File: config.mk
export PLATFORM = sky130hd
export DESIGN_NAME = ocpwm_top
export DESIGN_NICKNAME = d
export VERILOG_FILES = /design/src/hw/ocpwm_pkg.sv /design/src/hw/ocpwm_cfg_if.sv /design/src/hw/ocpwm_regs.sv /design/src/hw/ocpwm_top.sv
export SDC_FILE = /design/constraint.sdc
export NUM_CORES = 1
export LEC_CHECK = 0
export ABC_AREA = 1
export BUFFER_PORTS_ARGS = -buffer_cell sky130_fd_sc_hd__buf_2
export CORE_MARGIN = 2
export CORE_UTILIZATION = 46
export DETAILED_ROUTE_END_ITERATION = 6
export PLACE_DENSITY = 0.62
export SYNTH_ARGS = -nofsm -noshare
export SYNTH_HDL_FRONTEND = slang
export SYNTH_SLANG_ARGS = --single-unit
File: constraint.sdc
create_clock -name aclk -period 3.34 [get_ports aclk]
set_input_delay 0.501 -clock aclk [delete_from_list [all_inputs] [get_ports aclk]]
set_output_delay 0.501 -clock aclk [all_outputs]
set_load 0.01 [all_outputs]
File: src/hw/ocpwm_pkg.sv
// constants and types shared by the pwm compare channel
package ocpwm_pkg;
    localparam int         DATA_W            = 32;
    localparam int         ADDR_W            = 8;
    localparam int         CNT_W             = 16;
    // register byte offsets
    localparam logic [7:0] OFS_CONTROL_ONE   = 8'h00;
    localparam logic [7:0] OFS_CONTROL_TWO   = 8'h04;
    localparam logic [7:0] OFS_PRIMARY       = 8'h08;
    localparam logic [7:0] OFS_SECONDARY     = 8'h0C;
    localparam logic [7:0] OFS_PERIOD        = 8'h10;
    localparam logic [7:0] OFS_STATUS        = 8'h14;
    // control one fields
    localparam int         POS_IDLE_STOP     = 13;
    localparam int         POS_TBSEL         = 10;
    localparam int         POS_FLT_EN        = 7;
    localparam int         POS_FLT_STAT      = 4;
    localparam int         POS_TRIG_CLR      = 3;
    localparam int         POS_MODE          = 0;
    localparam logic [15:0] CTRL_ONE_WMASK   = 16'h3F8F;
    localparam logic [15:0] CTRL_ONE_RESET   = 16'h0000;
    // control two fields
    localparam int         POS_FLT_EXIT      = 15;
    localparam int         POS_FLT_LEVEL     = 14;
    localparam int         POS_TRIG_SEL      = 7;
    localparam int         POS_SYNC_SEL      = 0;
    localparam logic [15:0] CTRL_TWO_WMASK   = 16'hC09F;
    localparam logic [15:0] CTRL_TWO_RESET   = 16'h000C;
    localparam logic [4:0] SYNC_SELF         = 5'h1F;
    // time base select codes
    localparam logic [2:0] TB_TIMER2         = 3'h0;
    localparam logic [2:0] TB_TIMER3         = 3'h1;
    localparam logic [2:0] TB_TIMER4         = 3'h2;
    localparam logic [2:0] TB_TIMER5         = 3'h3;
    localparam logic [2:0] TB_TIMER1         = 3'h4;
    localparam logic [2:0] TB_PERIPH         = 3'h7;
    // mode codes
    localparam logic [2:0] MODE_OFF          = 3'h0;
    localparam logic [2:0] MODE_EDGE         = 3'h6;
    localparam logic [2:0] MODE_CENTER       = 3'h7;
    localparam logic [1:0] RESP_OKAY         = 2'h0;
    localparam logic [1:0] RESP_SLVERR       = 2'h2;
    typedef enum logic [1:0] {FAULT_CMP = 2'd2, FAULT_PINB = 2'd1, FAULT_PINA = 2'd0} fault_idx_t;
endpackage : ocpwm_pkg

File: src/hw/ocpwm_cfg_if.sv
// settings handed from the register slave to the waveform core
`timescale 1ns/1ps
interface ocpwm_cfg_if;
    logic [15:0] ctrl_one;
    logic [15:0] ctrl_two;
    logic [15:0] primary_compare_value;
    logic [15:0] secondary_compare_value;
    logic [15:0] period_value;
    logic [2:0]  fault_clear;
    logic [2:0]  fault_status;
    logic [15:0] time_base_count;
    modport regs (output ctrl_one, output ctrl_two, output primary_compare_value,
                  output secondary_compare_value, output period_value,
                  output fault_clear, input fault_status, input time_base_count);
    modport core (input ctrl_one, input ctrl_two, input primary_compare_value,
                  input secondary_compare_value, input period_value,
                  input fault_clear, output fault_status, output time_base_count);
endinterface : ocpwm_cfg_if

File: src/hw/ocpwm_regs.sv
// axi4-lite register slave for the pwm compare channel
`timescale 1ns/1ps
module ocpwm_regs
    import ocpwm_pkg::*;
(
    input  wire logic                         aclk,
    input  wire logic                         aresetn,
    input  wire logic [ocpwm_pkg::ADDR_W-1:0] awaddr,
    input  wire logic                         awvalid,
    output logic                              awready,
    input  wire logic [31:0]                  wdata,
    input  wire logic [3:0]                   wstrb,
    input  wire logic                         wvalid,
    output logic                              wready,
    output logic [1:0]                        bresp,
    output logic                              bvalid,
    input  wire logic                         bready,
    input  wire logic [ocpwm_pkg::ADDR_W-1:0] araddr,
    input  wire logic                         arvalid,
    output logic                              arready,
    output logic [31:0]                       rdata,
    output logic [1:0]                        rresp,
    output logic                              rvalid,
    input  wire logic                         rready,
    ocpwm_cfg_if.regs                         cfg
);
    logic [7:0]  aw_reg, aw_next;
    logic        awh_reg, awh_next, wh_reg, wh_next;
    logic [31:0] wd_reg, wd_next;
    logic [3:0]  ws_reg, ws_next;
    logic        bv_reg, bv_next, rv_reg, rv_next;
    logic [1:0]  br_reg, br_next, rr_reg, rr_next;
    logic [31:0] rd_reg, rd_next;
    logic [15:0] c1_reg, c1_next, c2_reg, c2_next;
    logic [15:0] pr_reg, pr_next, sc_reg, sc_next, per_reg, per_next;
    logic [2:0]  fc_reg, fc_next;
    logic        awr_reg, awr_next, wr_reg, wr_next, arr_reg, arr_next;

    // merge low half of a write under byte strobes and a writable mask
    function automatic logic [15:0] merge(input logic [15:0] old, input logic [31:0] d,
                                          input logic [3:0] s, input logic [15:0] m);
        logic [15:0] v;
        v = old;
        if (s[0]) v[7:0] = d[7:0];
        if (s[1]) v[15:8] = d[15:8];
        return (v & m) | (old & ~m);
    endfunction : merge

    always_comb begin
        aw_next = aw_reg; awh_next = awh_reg; wh_next = wh_reg;
        wd_next = wd_reg; ws_next = ws_reg; bv_next = bv_reg; br_next = br_reg;
        rv_next = rv_reg; rr_next = rr_reg; rd_next = rd_reg;
        c1_next = c1_reg; c2_next = c2_reg; pr_next = pr_reg;
        sc_next = sc_reg; per_next = per_reg; fc_next = 3'h0;
        if (awvalid && !awh_reg) begin
            aw_next = awaddr;
            awh_next = 1'b1;
        end
        if (wvalid && !wh_reg) begin
            wd_next = wdata;
            ws_next = wstrb;
            wh_next = 1'b1;
        end
        if (awh_reg && wh_reg && !bv_reg) begin
            awh_next = 1'b0;
            wh_next = 1'b0;
            bv_next = 1'b1;
            br_next = RESP_OKAY;
            if (aw_reg == OFS_CONTROL_ONE) begin
                c1_next = merge(c1_reg, wd_reg, ws_reg, CTRL_ONE_WMASK);
                // writing zero to a status bit clears it
                if (ws_reg[0]) fc_next = ~wd_reg[POS_FLT_STAT +: 3] & cfg.fault_status;
            end else if (aw_reg == OFS_CONTROL_TWO) begin
                c2_next = merge(c2_reg, wd_reg, ws_reg, CTRL_TWO_WMASK);
            end else if (aw_reg == OFS_PRIMARY) begin
                pr_next = merge(pr_reg, wd_reg, ws_reg, 16'hFFFF);
            end else if (aw_reg == OFS_SECONDARY) begin
                sc_next = merge(sc_reg, wd_reg, ws_reg, 16'hFFFF);
            end else if (aw_reg == OFS_PERIOD) begin
                per_next = merge(per_reg, wd_reg, ws_reg, 16'hFFFF);
            end else if (aw_reg != OFS_STATUS) begin
                br_next = RESP_SLVERR;
            end
        end
        if (bv_reg && bready) bv_next = 1'b0;
        if (arvalid && !rv_reg) begin
            rv_next = 1'b1;
            rr_next = RESP_OKAY;
            if (araddr == OFS_CONTROL_ONE) begin
                rd_next = {16'h0000, c1_reg | {9'h000, cfg.fault_status, 4'h0}};
            end else if (araddr == OFS_CONTROL_TWO) begin
                rd_next = {16'h0000, c2_reg};
            end else if (araddr == OFS_PRIMARY) begin
                rd_next = {16'h0000, pr_reg};
            end else if (araddr == OFS_SECONDARY) begin
                rd_next = {16'h0000, sc_reg};
            end else if (araddr == OFS_PERIOD) begin
                rd_next = {16'h0000, per_reg};
            end else if (araddr == OFS_STATUS) begin
                rd_next = {16'h0000, cfg.time_base_count};
            end else begin
                rd_next = 32'h0000_0000;
                rr_next = RESP_SLVERR;
            end
        end else if (rv_reg && rready) begin
            rv_next = 1'b0;
        end
        // ready flags registered so the bus outputs come straight from flops
        awr_next = !awh_next;
        wr_next = !wh_next;
        arr_next = !rv_next;
    end

    always_ff @(posedge aclk) begin
        if (!aresetn) begin
            aw_reg <= 8'h00; awh_reg <= 1'b0; wh_reg <= 1'b0; wd_reg <= 32'h0000_0000;
            ws_reg <= 4'h0; bv_reg <= 1'b0; br_reg <= 2'h0; rv_reg <= 1'b0;
            rr_reg <= 2'h0; rd_reg <= 32'h0000_0000; c1_reg <= CTRL_ONE_RESET;
            c2_reg <= CTRL_TWO_RESET; pr_reg <= 16'h0000; sc_reg <= 16'h0000;
            per_reg <= 16'h0000; fc_reg <= 3'h0;
            awr_reg <= 1'b1; wr_reg <= 1'b1; arr_reg <= 1'b1;
        end else begin
            aw_reg <= aw_next; awh_reg <= awh_next; wh_reg <= wh_next; wd_reg <= wd_next;
            ws_reg <= ws_next; bv_reg <= bv_next; br_reg <= br_next; rv_reg <= rv_next;
            rr_reg <= rr_next; rd_reg <= rd_next; c1_reg <= c1_next; c2_reg <= c2_next;
            pr_reg <= pr_next; sc_reg <= sc_next; per_reg <= per_next; fc_reg <= fc_next;
            awr_reg <= awr_next; wr_reg <= wr_next; arr_reg <= arr_next;
        end
    end

    assign awready = awr_reg;
    assign wready  = wr_reg;
    assign bvalid  = bv_reg;
    assign bresp   = br_reg;
    assign arready = arr_reg;
    assign rvalid  = rv_reg;
    assign rresp   = rr_reg;
    assign rdata   = rd_reg;
    assign cfg.ctrl_one = c1_reg;
    assign cfg.ctrl_two = c2_reg;
    assign cfg.primary_compare_value = pr_reg;
    assign cfg.secondary_compare_value = sc_reg;
    assign cfg.period_value = per_reg;
    assign cfg.fault_clear = fc_reg;
endmodule : ocpwm_regs

File: src/hw/ocpwm_top.sv
// pwm mode of one output compare channel with axi4-lite registers
// Function
// RULE1 - makes edge or centre aligned pwm; settings go through hidden shadows; here both modes give the same primary to secondary window
// RULE2 - software loads duty into primary, period into secondary compare; here period has its own register, secondary match ends the pulse
// RULE3 - software selects self sync 0x1F and clears trigger select
// RULE4 - time base select bits 12:10 pick count clock; 110,101 reserved
// RULE5 - timer source counts on that timer's prescaler tick, not its output
// RULE6 - period value N gives N plus one counts
// RULE7 - duty values latch into working registers only at period match
// RULE8 - all three values zero keeps output low
// RULE9 - secondary compare above period keeps output high
// RULE10 - bit 13 set halts channel in idle; clear keeps running
// RULE11 - bits 9,8,7 arm comparator, second pin, first pin faults
// RULE12 - bit 6 comparator fault status, bit 5 second pin status
// RULE13 - fault enables and status act only in modes 111 or 110
// RULE14 - comparator fault shared by channel pairs
// RULE15 - software enables compare interrupt when using fault pins
// RULE16 - mode field: 111 centre, 110 edge, 101-001 compare, 000 off
// RULE17 - bit 4 shows a first pin fault occurred
// RULE18 - during fault output driven to fault output level
// RULE19 - fault ends on source removal plus new period or software clear
// RULE20 - counter restarts at period match; output switches at compare matches
// RULE21 - status set only when enabled, input active and pwm mode
`timescale 1ns/1ps
module ocpwm_top
    import ocpwm_pkg::*;
#(
    parameter int CHANNEL = 1
)
(
    input  wire logic                         aclk,
    input  wire logic                         aresetn,
    input  wire logic [ocpwm_pkg::ADDR_W-1:0] s_axi_awaddr,
    input  wire logic                         s_axi_awvalid,
    output logic                              s_axi_awready,
    input  wire logic [31:0]                  s_axi_wdata,
    input  wire logic [3:0]                   s_axi_wstrb,
    input  wire logic                         s_axi_wvalid,
    output logic                              s_axi_wready,
    output logic [1:0]                        s_axi_bresp,
    output logic                              s_axi_bvalid,
    input  wire logic                         s_axi_bready,
    input  wire logic [ocpwm_pkg::ADDR_W-1:0] s_axi_araddr,
    input  wire logic                         s_axi_arvalid,
    output logic                              s_axi_arready,
    output logic [31:0]                       s_axi_rdata,
    output logic [1:0]                        s_axi_rresp,
    output logic                              s_axi_rvalid,
    input  wire logic                         s_axi_rready,
    input  wire logic [4:0]                   timer_prescale_tick,
    input  wire logic                         cpu_idle,
    input  wire logic [2:0]                   comparator_out,
    input  wire logic                         first_fault_pin,
    input  wire logic                         second_fault_pin,
    output logic                              compare_output_pin,
    output logic                              fault_active
);
    ocpwm_cfg_if cfg ();

    ocpwm_regs u_regs (
        .aclk    (aclk),
        .aresetn (aresetn),
        .awaddr  (s_axi_awaddr),
        .awvalid (s_axi_awvalid),
        .awready (s_axi_awready),
        .wdata   (s_axi_wdata),
        .wstrb   (s_axi_wstrb),
        .wvalid  (s_axi_wvalid),
        .wready  (s_axi_wready),
        .bresp   (s_axi_bresp),
        .bvalid  (s_axi_bvalid),
        .bready  (s_axi_bready),
        .araddr  (s_axi_araddr),
        .arvalid (s_axi_arvalid),
        .arready (s_axi_arready),
        .rdata   (s_axi_rdata),
        .rresp   (s_axi_rresp),
        .rvalid  (s_axi_rvalid),
        .rready  (s_axi_rready),
        .cfg     (cfg.regs)
    );

    logic [2:0]  channel_mode_select;
    logic [2:0]  time_base_select;
    logic [2:0]  fault_input_enables;
    logic        idle_stop_control;
    logic        fault_output_level;
    logic        fault_exit_mode;
    logic        pwm_mode;
    logic        tick;
    logic        run;
    logic        period_match;
    logic [2:0]  fault_in;
    logic [15:0] cnt_reg, cnt_next;
    logic [15:0] duty_a_reg, duty_a_next, duty_b_reg, duty_b_next;
    logic [15:0] per_w_reg, per_w_next;
    logic        out_reg, out_next;
    logic        wave;
    logic [2:0]  fstat_reg, fstat_next;
    logic        flt_reg, flt_next;

    assign channel_mode_select = cfg.ctrl_one[POS_MODE +: 3];
    assign time_base_select    = cfg.ctrl_one[POS_TBSEL +: 3];
    assign fault_input_enables = cfg.ctrl_one[POS_FLT_EN +: 3];
    assign idle_stop_control   = cfg.ctrl_one[POS_IDLE_STOP];
    assign fault_output_level  = cfg.ctrl_two[POS_FLT_LEVEL];
    assign fault_exit_mode     = cfg.ctrl_two[POS_FLT_EXIT];
    // only the two pwm codes count as pwm
    assign pwm_mode = (channel_mode_select == MODE_EDGE) ||
                      (channel_mode_select == MODE_CENTER); // RULE16 RULE13

    // count clock choice; reserved codes never tick
    always_comb begin
        case (time_base_select)
            TB_PERIPH: tick = 1'b1; // RULE4
            TB_TIMER1: tick = timer_prescale_tick[0]; // RULE5
            TB_TIMER2: tick = timer_prescale_tick[1];
            TB_TIMER3: tick = timer_prescale_tick[2];
            TB_TIMER4: tick = timer_prescale_tick[3];
            TB_TIMER5: tick = timer_prescale_tick[4];
            default:   tick = 1'b0;
        endcase
    end

    assign run = pwm_mode && tick && !(idle_stop_control && cpu_idle); // RULE10
    assign period_match = (cnt_reg == per_w_reg); // RULE6

    // pair comparator: channels 1-2 use 0, 3-4 use 1, 5-6 use 2
    localparam int CMP_IDX = (CHANNEL - 1) / 2;
    assign fault_in = {comparator_out[CMP_IDX], second_fault_pin, first_fault_pin}; // RULE14

    always_comb begin
        cnt_next = cnt_reg;
        duty_a_next = duty_a_reg;
        duty_b_next = duty_b_reg;
        per_w_next = per_w_reg;
        if (!pwm_mode) begin
            // idle channel tracks software values so first period is right
            cnt_next = 16'h0000;
            duty_a_next = cfg.primary_compare_value;
            duty_b_next = cfg.secondary_compare_value;
            per_w_next = cfg.period_value;
        end else if (run) begin
            if (period_match) begin
                cnt_next = 16'h0000; // RULE20
                duty_a_next = cfg.primary_compare_value; // RULE7 RULE1
                duty_b_next = cfg.secondary_compare_value; // RULE7
                per_w_next = cfg.period_value;
            end else begin
                cnt_next = cnt_reg + 16'h0001;
            end
        end
    end

    // waveform from working values; high between primary and secondary match
    always_comb begin
        if (duty_b_reg > per_w_reg) begin
            wave = 1'b1; // RULE9
        end else if (channel_mode_select == MODE_CENTER) begin
            wave = (cnt_reg >= duty_a_reg) && (cnt_reg < duty_b_reg); // RULE20
        end else begin
            // all zero gives empty window, so output stays low
            wave = (cnt_reg >= duty_a_reg) && (cnt_reg < duty_b_reg); // RULE8
        end
    end

    always_comb begin
        fstat_next = fstat_reg & ~cfg.fault_clear;
        // set wins over a software clear in the same cycle
        if (pwm_mode) begin
            fstat_next = fstat_next | (fault_in & fault_input_enables); // RULE21 RULE11 RULE12 RULE17
        end
        flt_next = flt_reg;
        if (pwm_mode && |(fault_in & fault_input_enables)) begin
            flt_next = 1'b1;
        end else if (!fault_exit_mode) begin
            if (run && period_match) flt_next = 1'b0; // RULE19
        end else if (fstat_next == 3'h0) begin
            flt_next = 1'b0; // RULE19
        end
        if (!pwm_mode) flt_next = 1'b0; // RULE13
        out_next = flt_next ? fault_output_level : (pwm_mode && wave); // RULE18
    end

    always_ff @(posedge aclk) begin
        if (!aresetn) begin
            cnt_reg <= 16'h0000;
            duty_a_reg <= 16'h0000;
            duty_b_reg <= 16'h0000;
            per_w_reg <= 16'h0000;
            fstat_reg <= 3'h0;
            flt_reg <= 1'b0;
            out_reg <= 1'b0;
        end else begin
            cnt_reg <= cnt_next;
            duty_a_reg <= duty_a_next;
            duty_b_reg <= duty_b_next;
            per_w_reg <= per_w_next;
            fstat_reg <= fstat_next;
            flt_reg <= flt_next;
            out_reg <= out_next;
        end
    end

    assign cfg.fault_status = fstat_reg;
    assign cfg.time_base_count = cnt_reg;
    assign compare_output_pin = out_reg;
    assign fault_active = flt_reg;

    a_period_wrap: assert property (@(posedge aclk) disable iff (!aresetn) // RULE20
        pwm_mode && run && period_match |=> cnt_reg == 16'h0000)
        else $error("counter did not restart at period match");
    a_duty_hold: assert property (@(posedge aclk) disable iff (!aresetn) // RULE7
        pwm_mode && $past(pwm_mode) && !(run && period_match) |=> $stable(duty_b_reg))
        else $error("duty changed outside period match");
    a_full_high: assert property (@(posedge aclk) disable iff (!aresetn) // RULE9
        pwm_mode && !flt_next && duty_b_reg > per_w_reg |=> compare_output_pin)
        else $error("output not high with secondary above period");
    a_zero_low: assert property (@(posedge aclk) disable iff (!aresetn) // RULE8
        pwm_mode && !flt_next && duty_a_reg == 16'h0 && duty_b_reg == 16'h0
        && per_w_reg == 16'h0 |=> !compare_output_pin)
        else $error("output not low with all zero");
    a_fault_level: assert property (@(posedge aclk) disable iff (!aresetn) // RULE18
        fault_active |-> compare_output_pin == $past(fault_output_level))
        else $error("fault output level wrong");
    a_fault_set: assert property (@(posedge aclk) disable iff (!aresetn) // RULE21
        pwm_mode && fault_in[0] && fault_input_enables[0] |=> fstat_reg[0])
        else $error("first pin fault not recorded");
    a_no_pwm_flt: assert property (@(posedge aclk) disable iff (!aresetn) // RULE13
        !pwm_mode |=> !fault_active && ((fstat_reg & ~$past(fstat_reg)) == 3'h0))
        else $error("fault acted outside pwm mode");
    a_idle_halt: assert property (@(posedge aclk) disable iff (!aresetn) // RULE10
        pwm_mode && $past(pwm_mode) && idle_stop_control && cpu_idle |=> $stable(cnt_reg))
        else $error("counter moved in idle");
    a_count_step: assert property (@(posedge aclk) disable iff (!aresetn) // RULE6
        pwm_mode && run && !period_match |=> cnt_reg == $past(cnt_reg) + 16'h0001)
        else $error("counter step wrong");
endmodule : ocpwm_top

# Word-level counts from Yosys, hierarchy flattened

Index checks and enable logic that the tools add are counted.

Input bits: 70
Logic and storage cells: 164
Register bits: 221
Output and inout bits: 43

Reduce and logical (&&, ||, !) cells: 40
Add/sub/neg operators: 1
Bitwise logic cells: 14
Magnitude comparators: 3
Multiplexer cells: 57
Equality and inequality tests: 20

Operators with widths:

| kind                  | number |
|---|---|
| $mux 16               | 11 |
| $mux 32               | 5 |
| $mux 8                | 11 |
| $eq 8x4->1 const B    | 4 |
| $eq 8x5->1 const B    | 3 |
| $mux 2                | 12 |
| $mux 6                | 3 |
| $add 16x1->16 const B | 1 |
| $eq 16x16->1          | 1 |
| $eq 8x3->1 const B    | 2 |
| $ge 16x16->1          | 1 |
| $gt 16x16->1          | 1 |
| $logic_not 8->1       | 2 |
| $lt 16x16->1          | 1 |
| $or 14x16->16         | 1 |
| $or 16x14->16         | 1 |
| $or 16x7->16          | 1 |
| $logic_and 1x1->1     | 14 |
| $reduce_and 7->1      | 2 |
| $mux 1                | 13 |
| $eq 3x3->1 const B    | 4 |
| $reduce_and 6->1      | 2 |
| $reduce_and 5->1      | 2 |
| $and 3x3->3           | 3 |
| other kinds (17)      | 34 |

# Longest topological paths before layout

Depth after elaboration: 10
Mapped depth: 16
Depth with buffers taken out: 15

# Modules after synthesis

From an unflattened synthesis, not the netlist that was laid out.

Cells, all modules: 1358
Area, all modules: 9624.2 um^2

By module, submodules not included:

| module     | instances | cells each | seq. area each (um^2) | area an instance (um^2) |
|---|---|---|---|---|
| ocpwm_regs | 1         | 719        | 2422.3                | 5313.8 |
| ocpwm_top  | 1         | 639        | 1381.3                | 4310.4 |

# Worst setup path before layout

No wires, ideal clock.

Kind: input-to-reg
Start point: in s_axi_araddr[1] in the netlist's numbering
End point: reg u_regs.rd_reg[13], in the netlist u_regs.rdata[13]
Data required time: 3.220 ns
Cell stages on the path: 8
Library setup time: 0.120 ns
Setup slack: 1.533 ns
Path buffers: 1
Data arrival time: 1.687 ns
Path through: nor2_1 inv_1 nor3_1 nand2_1 buf_2 o21ai_0 o21bai_1 a21oi_1

Longest elaborated chain between the ends: 7
Elaborated cells on any way between the ends: 12
Those cells by class: eq/ne (5); mux (6); reduce/logical (1)

Ends and longest elaborated chain:

| item                 | RTL line          | text |
|---|---|---|
| start, declared      | ocpwm_top.sv:43   | `input wire logic [ocpwm_pkg::ADDR_W-1:0] s_axi_araddr,` |
| $eq 8x5->1           | ocpwm_regs.sv:99  | `end else if (araddr == OFS_STATUS) begin` |
| $mux 16              | ocpwm_regs.sv:99  |  |
| $mux 32              | ocpwm_regs.sv:97  | `end else if (araddr == OFS_PERIOD) begin` |
| $mux 32              | ocpwm_regs.sv:95  | `end else if (araddr == OFS_SECONDARY) begin` |
| $mux 32              | ocpwm_regs.sv:93  | `end else if (araddr == OFS_PRIMARY) begin` |
| $mux 32              | ocpwm_regs.sv:91  | `end else if (araddr == OFS_CONTROL_TWO) begin` |
| $mux 32 *            | ocpwm_regs.sv:89  | `if (araddr == OFS_CONTROL_ONE) begin` |
| end signal, assigned | ocpwm_regs.sv:125 | `rr_reg <= rr_next; rd_reg <= rd_next; c1_reg <= c1_next; c2_reg <= c2_next;` |
| end, declared        | ocpwm_regs.sv:33  | `logic [31:0] rd_reg, rd_next;` |

Every way passes the cells marked *; elsewhere a longest branch is shown, timed or not.
A chain may end at the register's enable or synchronous reset.

# Final worst setup path

Start point: reg u_regs.c1_reg[2], in the netlist u_regs.cfg.ctrl_one[2]
End point: reg duty_b_reg[3]

Longest elaborated chain between the ends: 6
Elaborated cells on any way between the ends: 9
Those cells by class: eq/ne (4); mux (1); reduce/logical (4)

Ends and longest elaborated chain:

| item                            | RTL line                           | text |
|---|---|---|
| start, declared                 | ocpwm_regs.sv:34                   | `logic [15:0] c1_reg, c1_next, c2_reg, c2_next;` |
| start signal, assigned          | ocpwm_regs.sv:125                  |  |
| $eq 3x3->1 (on tied branches)   | ocpwm_top.sv:109, ocpwm_top.sv:110 |  |
| $logic_or 1x1->1 *              | ocpwm_top.sv:109                   | `assign pwm_mode = (channel_mode_select == MODE_EDGE) \|\|` |
| $logic_and 1x1->1 (2 in series) | ocpwm_top.sv:125                   | `assign run = pwm_mode && tick && !(idle_stop_control && cpu_idle);` |
| $ne 2x1->1 (no line)            | n/a                                |  |
| $reduce_and 2->1 (no line)      | n/a                                |  |
| end signal, assigned            | ocpwm_top.sv:197                   | `duty_b_reg <= duty_b_next;` |
| end, declared                   | ocpwm_top.sv:95                    | `logic [15:0] duty_a_reg, duty_a_next, duty_b_reg, duty_b_next;` |

Marked as above.

==> run metrics <==
layout cells sized above 1 0.113; area of the core region ~20,000 sq um; root buffer cell sky130_fd_sc_hd__clkbuf_16; library cell contributing the largest single delay on the critical path sky130_fd_sc_hd__nor2_4; fraction of met1 tracks used by global routing 0.348; depth of the worst hold-timing path 2; met3 usage 0.0419; hold violation count in the final report 0; initial cell density of the core 0.465; mean area per synthesized cell 7.14 sq um; biggest fanout along the worst timing path 24; cell count after synthesis roughly 1,300; height of the die around 150 microns; RSZ-0062 raised after global routing false; cell class contributing the biggest share of worst-path delay simple AND/OR/NAND/NOR gates; die area 21,400 sq um; site row count 52; number of DRC markers after the initial detailed-route iteration between 600 and 700; # Post-CTS Setup Buffers 0; gp weighted congestion between 0.8 and 0.9; Worst Setup Start Kind flop; total wire length 26.1 mm; post-layout net count around 1,500; number of antenna violations at the first check in global routing 0; number of buffers created by CTS 17; CP dominant cell by count sky130_fd_sc_hd__nor2_1; Worst-Margin Slew a little under 700 ps; capturing element type of the critical path flop; number of unique standard cell types used by synthesis 40; max incr delay on CP slightly above 400 ps; clock-pin transition on the worst setup and hold timing paths about 80 ps; startpoint of the worst register-to-register path u_regs.cfg.ctrl_one[2]; Remaining Overflow, GRT 0; I/O pin count 113; post-synthesis cell area roughly 9300 sq um; number of max-cap violations 0; number of gates resized after CTS 0; maximum level of the CTS H-tree 4; maximum clock frequency roughly 0.42 GHz; Endpoint, Worst Hold u_regs.bvalid; total track usage 0.247; largest net degree at the start of global routing between 50 and 60; Final period util 0.707; Post-DRT Antenna Nets 0; Buffers & Inverters on Critical Path 2; run status finished, final reports clean; Post-Route Setup TNS 0 ps; relative max-transition margin 0.540; Worst Hold Launch s_axi_bready; worst-case clock skew ~12 ps; I/O Buffers 74; capture instance of the worst register-to-register path duty_b_reg[3]; GR Util met2 0.384; wire length of the first global-routing pass 41.6 mm; final-report setup violation count 0; TritonCTS clock tree built; number of cells on the worst reg-to-reg path 10; signed area change from the synthesized netlist to the final layout 12.0%; number of clock sinks between 150 and 200; worst skew pair latency approximately 440 ps; final antenna diode count 0; Placed Cells incl. Taps 1,612; class of the worst hold path input port to flop; cts-stage hold buffer count 0; busiest layer in global routing met2; Final Instance Count excl. Fillers 1,644; Yosys reg bits 190; number of remaining DRC errors 0; die boundary width 146 microns; Crit path required time around 3700 ps; slack of the worst reg-to-reg path around 980 ps; routed length per instance around 16 microns; HPWL reported at the end of detailed placement 19.3 mm; leakage component of the power between 0.004 and 0.005 uW; path length in cells of the critical path 10; buffer levels on the longest clock path 2; count of yosys warnings during synthesis 0; detailed-route via count approximately 8,500; critical path start-end classification flop to flop; max-slew violation count 0; areal power density over the cells roughly 450 nW/um^2; Cell Chain, Critical Path nand2_2 > inv_2 > nand2_1 > nor2_1 > nand2_1 > nor2_4 > a31oi_4 > buf_4 > nor2_1 > nor2_1; Worst VDD drop 0.000419 V; number of global-route vias before repair between 7,000 and 8,000; arrival time of data at the critical path endpoint 2690 ps; vias per std cell 5.19; drt pass-1 iters 5; time the worst path needs with I/O delays and setup 2360 ps; sequential area share after synthesis 0.408
[stage by stage]
step	setup slack, ps	instance area (sq um)	total power (uW)	hold slack, ps	utilization
3_3_place_gp	1020	9820	2640	437	0.490
3_5_place_dp	1050	9820	2650	437	0.490
5_1_grt	818	10400	4840	233	0.521
4_1_cts	1020	10400	4710	222	0.521
6_report	980	10400	4680	231	0.521
2_1_floorplan	1530	9390	2560	416	-
[placed cells by master, fill, tap and decap left out, types with 5 or more instances in the layout]
| cell type | Yosys | layout |
|---|---|---|
| sky130_fd_sc_hd__a21oi_1 | 159 | 159 |
| sky130_fd_sc_hd__buf_2 | 15 | 73 |
| sky130_fd_sc_hd__buf_4 | 20 | 15 |
| sky130_fd_sc_hd__clkbuf_16 | 0 | 17 |
| sky130_fd_sc_hd__clkinv_8 | 0 | 5 |
| sky130_fd_sc_hd__conb_1 | 1 | 18 |
| sky130_fd_sc_hd__dfxtp_1 | 190 | 190 |
| sky130_fd_sc_hd__ha_1 | 48 | 48 |
| sky130_fd_sc_hd__inv_1 | 143 | 143 |
| sky130_fd_sc_hd__inv_2 | 12 | 12 |
| sky130_fd_sc_hd__nand2_1 | 192 | 192 |
| sky130_fd_sc_hd__nand3_1 | 37 | 37 |
| sky130_fd_sc_hd__nand4_1 | 14 | 14 |
| sky130_fd_sc_hd__nor2_1 | 198 | 198 |
| sky130_fd_sc_hd__nor2_2 | 6 | 6 |
| sky130_fd_sc_hd__nor3_1 | 19 | 19 |
| sky130_fd_sc_hd__o211ai_1 | 8 | 8 |
| sky130_fd_sc_hd__o21ai_0 | 140 | 140 |
| sky130_fd_sc_hd__o21ai_1 | 21 | 21 |
| sky130_fd_sc_hd__xor2_1 | 10 | 10 |
[layer usage]
layer	vias up	share of wire	routed length (microns)
li1	4351	-	-
met1	3890	0.48	12600
met2	254	0.44	11400
met3	44	0.052	1350
met4	0	0.025	663
met5	-	0	0
[worst max path at each step]
| stage | from | endpoint |
|---|---|---|
| 2_1_floorplan | s_axi_araddr[1] | u_regs.rdata[13] |
| 3_3_place_gp | u_regs.cfg.ctrl_one[2] | per_w_reg[2] |
| 3_5_place_dp | s_axi_araddr[2] | u_regs.rdata[9] |
| 4_1_cts | u_regs.cfg.ctrl_one[2] | duty_b_reg[8] |
| 5_1_grt | u_regs.cfg.ctrl_one[2] | per_w_reg[2] |
| 6_report | u_regs.cfg.ctrl_one[2] | duty_b_reg[3] |
[power by group]
part           switching [uW]  internal, uW
clock                    1060          1030
sequential               21.8          2310
combinational             183          84.9
[area by class of cell]
type	count	area (sq um)
Fill cell	2055	9600
Multi-Input combinational cell	908	4620
Sequential cell	190	3800
Inverter	156	586
Timing Repair Buffer	88	478
Clock buffer	17	425
Tap cell	270	338
Clock inverter	15	189
[synthesized netlist by cell type (all sizes together)]
cell,instances,area share
nor4,4,0.0043
nand4,14,0.0094
a211oi,4,0.0032
conb,1,0.00040
o22ai,3,0.0020
nand3,38,0.021
nand2,195,0.080
inv,155,0.062
clkbuf,29,0.012
o21a,4,0.0032
nor3,21,0.012
o21ai,162,0.088
xor2,10,0.0094
or2,5,0.0034
and3,1,0.00067
o211ai,9,0.0078
buf,39,0.029
clkinv,1,0.00040
a31oi,1,0.0023
o21bai,3,0.0024
nand3b,1,0.00081
nor2,207,0.087
a21oi,159,0.085
dfxtp,190,0.41
ha,48,0.064
xnor2,1,0.00094
[worst reg2reg max path: cells and delay by family, from the launching register on]
kind / cells / cell delay, ps
buf+inv: 2 / 470
flops: 1 / 400
compound gates: 1 / 230
simple gates: 7 / 1140
[kinds of logic (layout without fill, tap and decap cells)]
group	after synthesis	count (layout)	share of synthesized area
adders and majority gates	48	48	0.0644
and+or+nand+nor	486	486	0.219
other	1	18	0.000402
buffers and inverters	224	276	0.103
DFF	190	190	0.408
xor gates and xnor gates	11	11	0.0103
AOI/OAI and AO/OA	345	345	0.194
(Power assumes the default switching activity.)
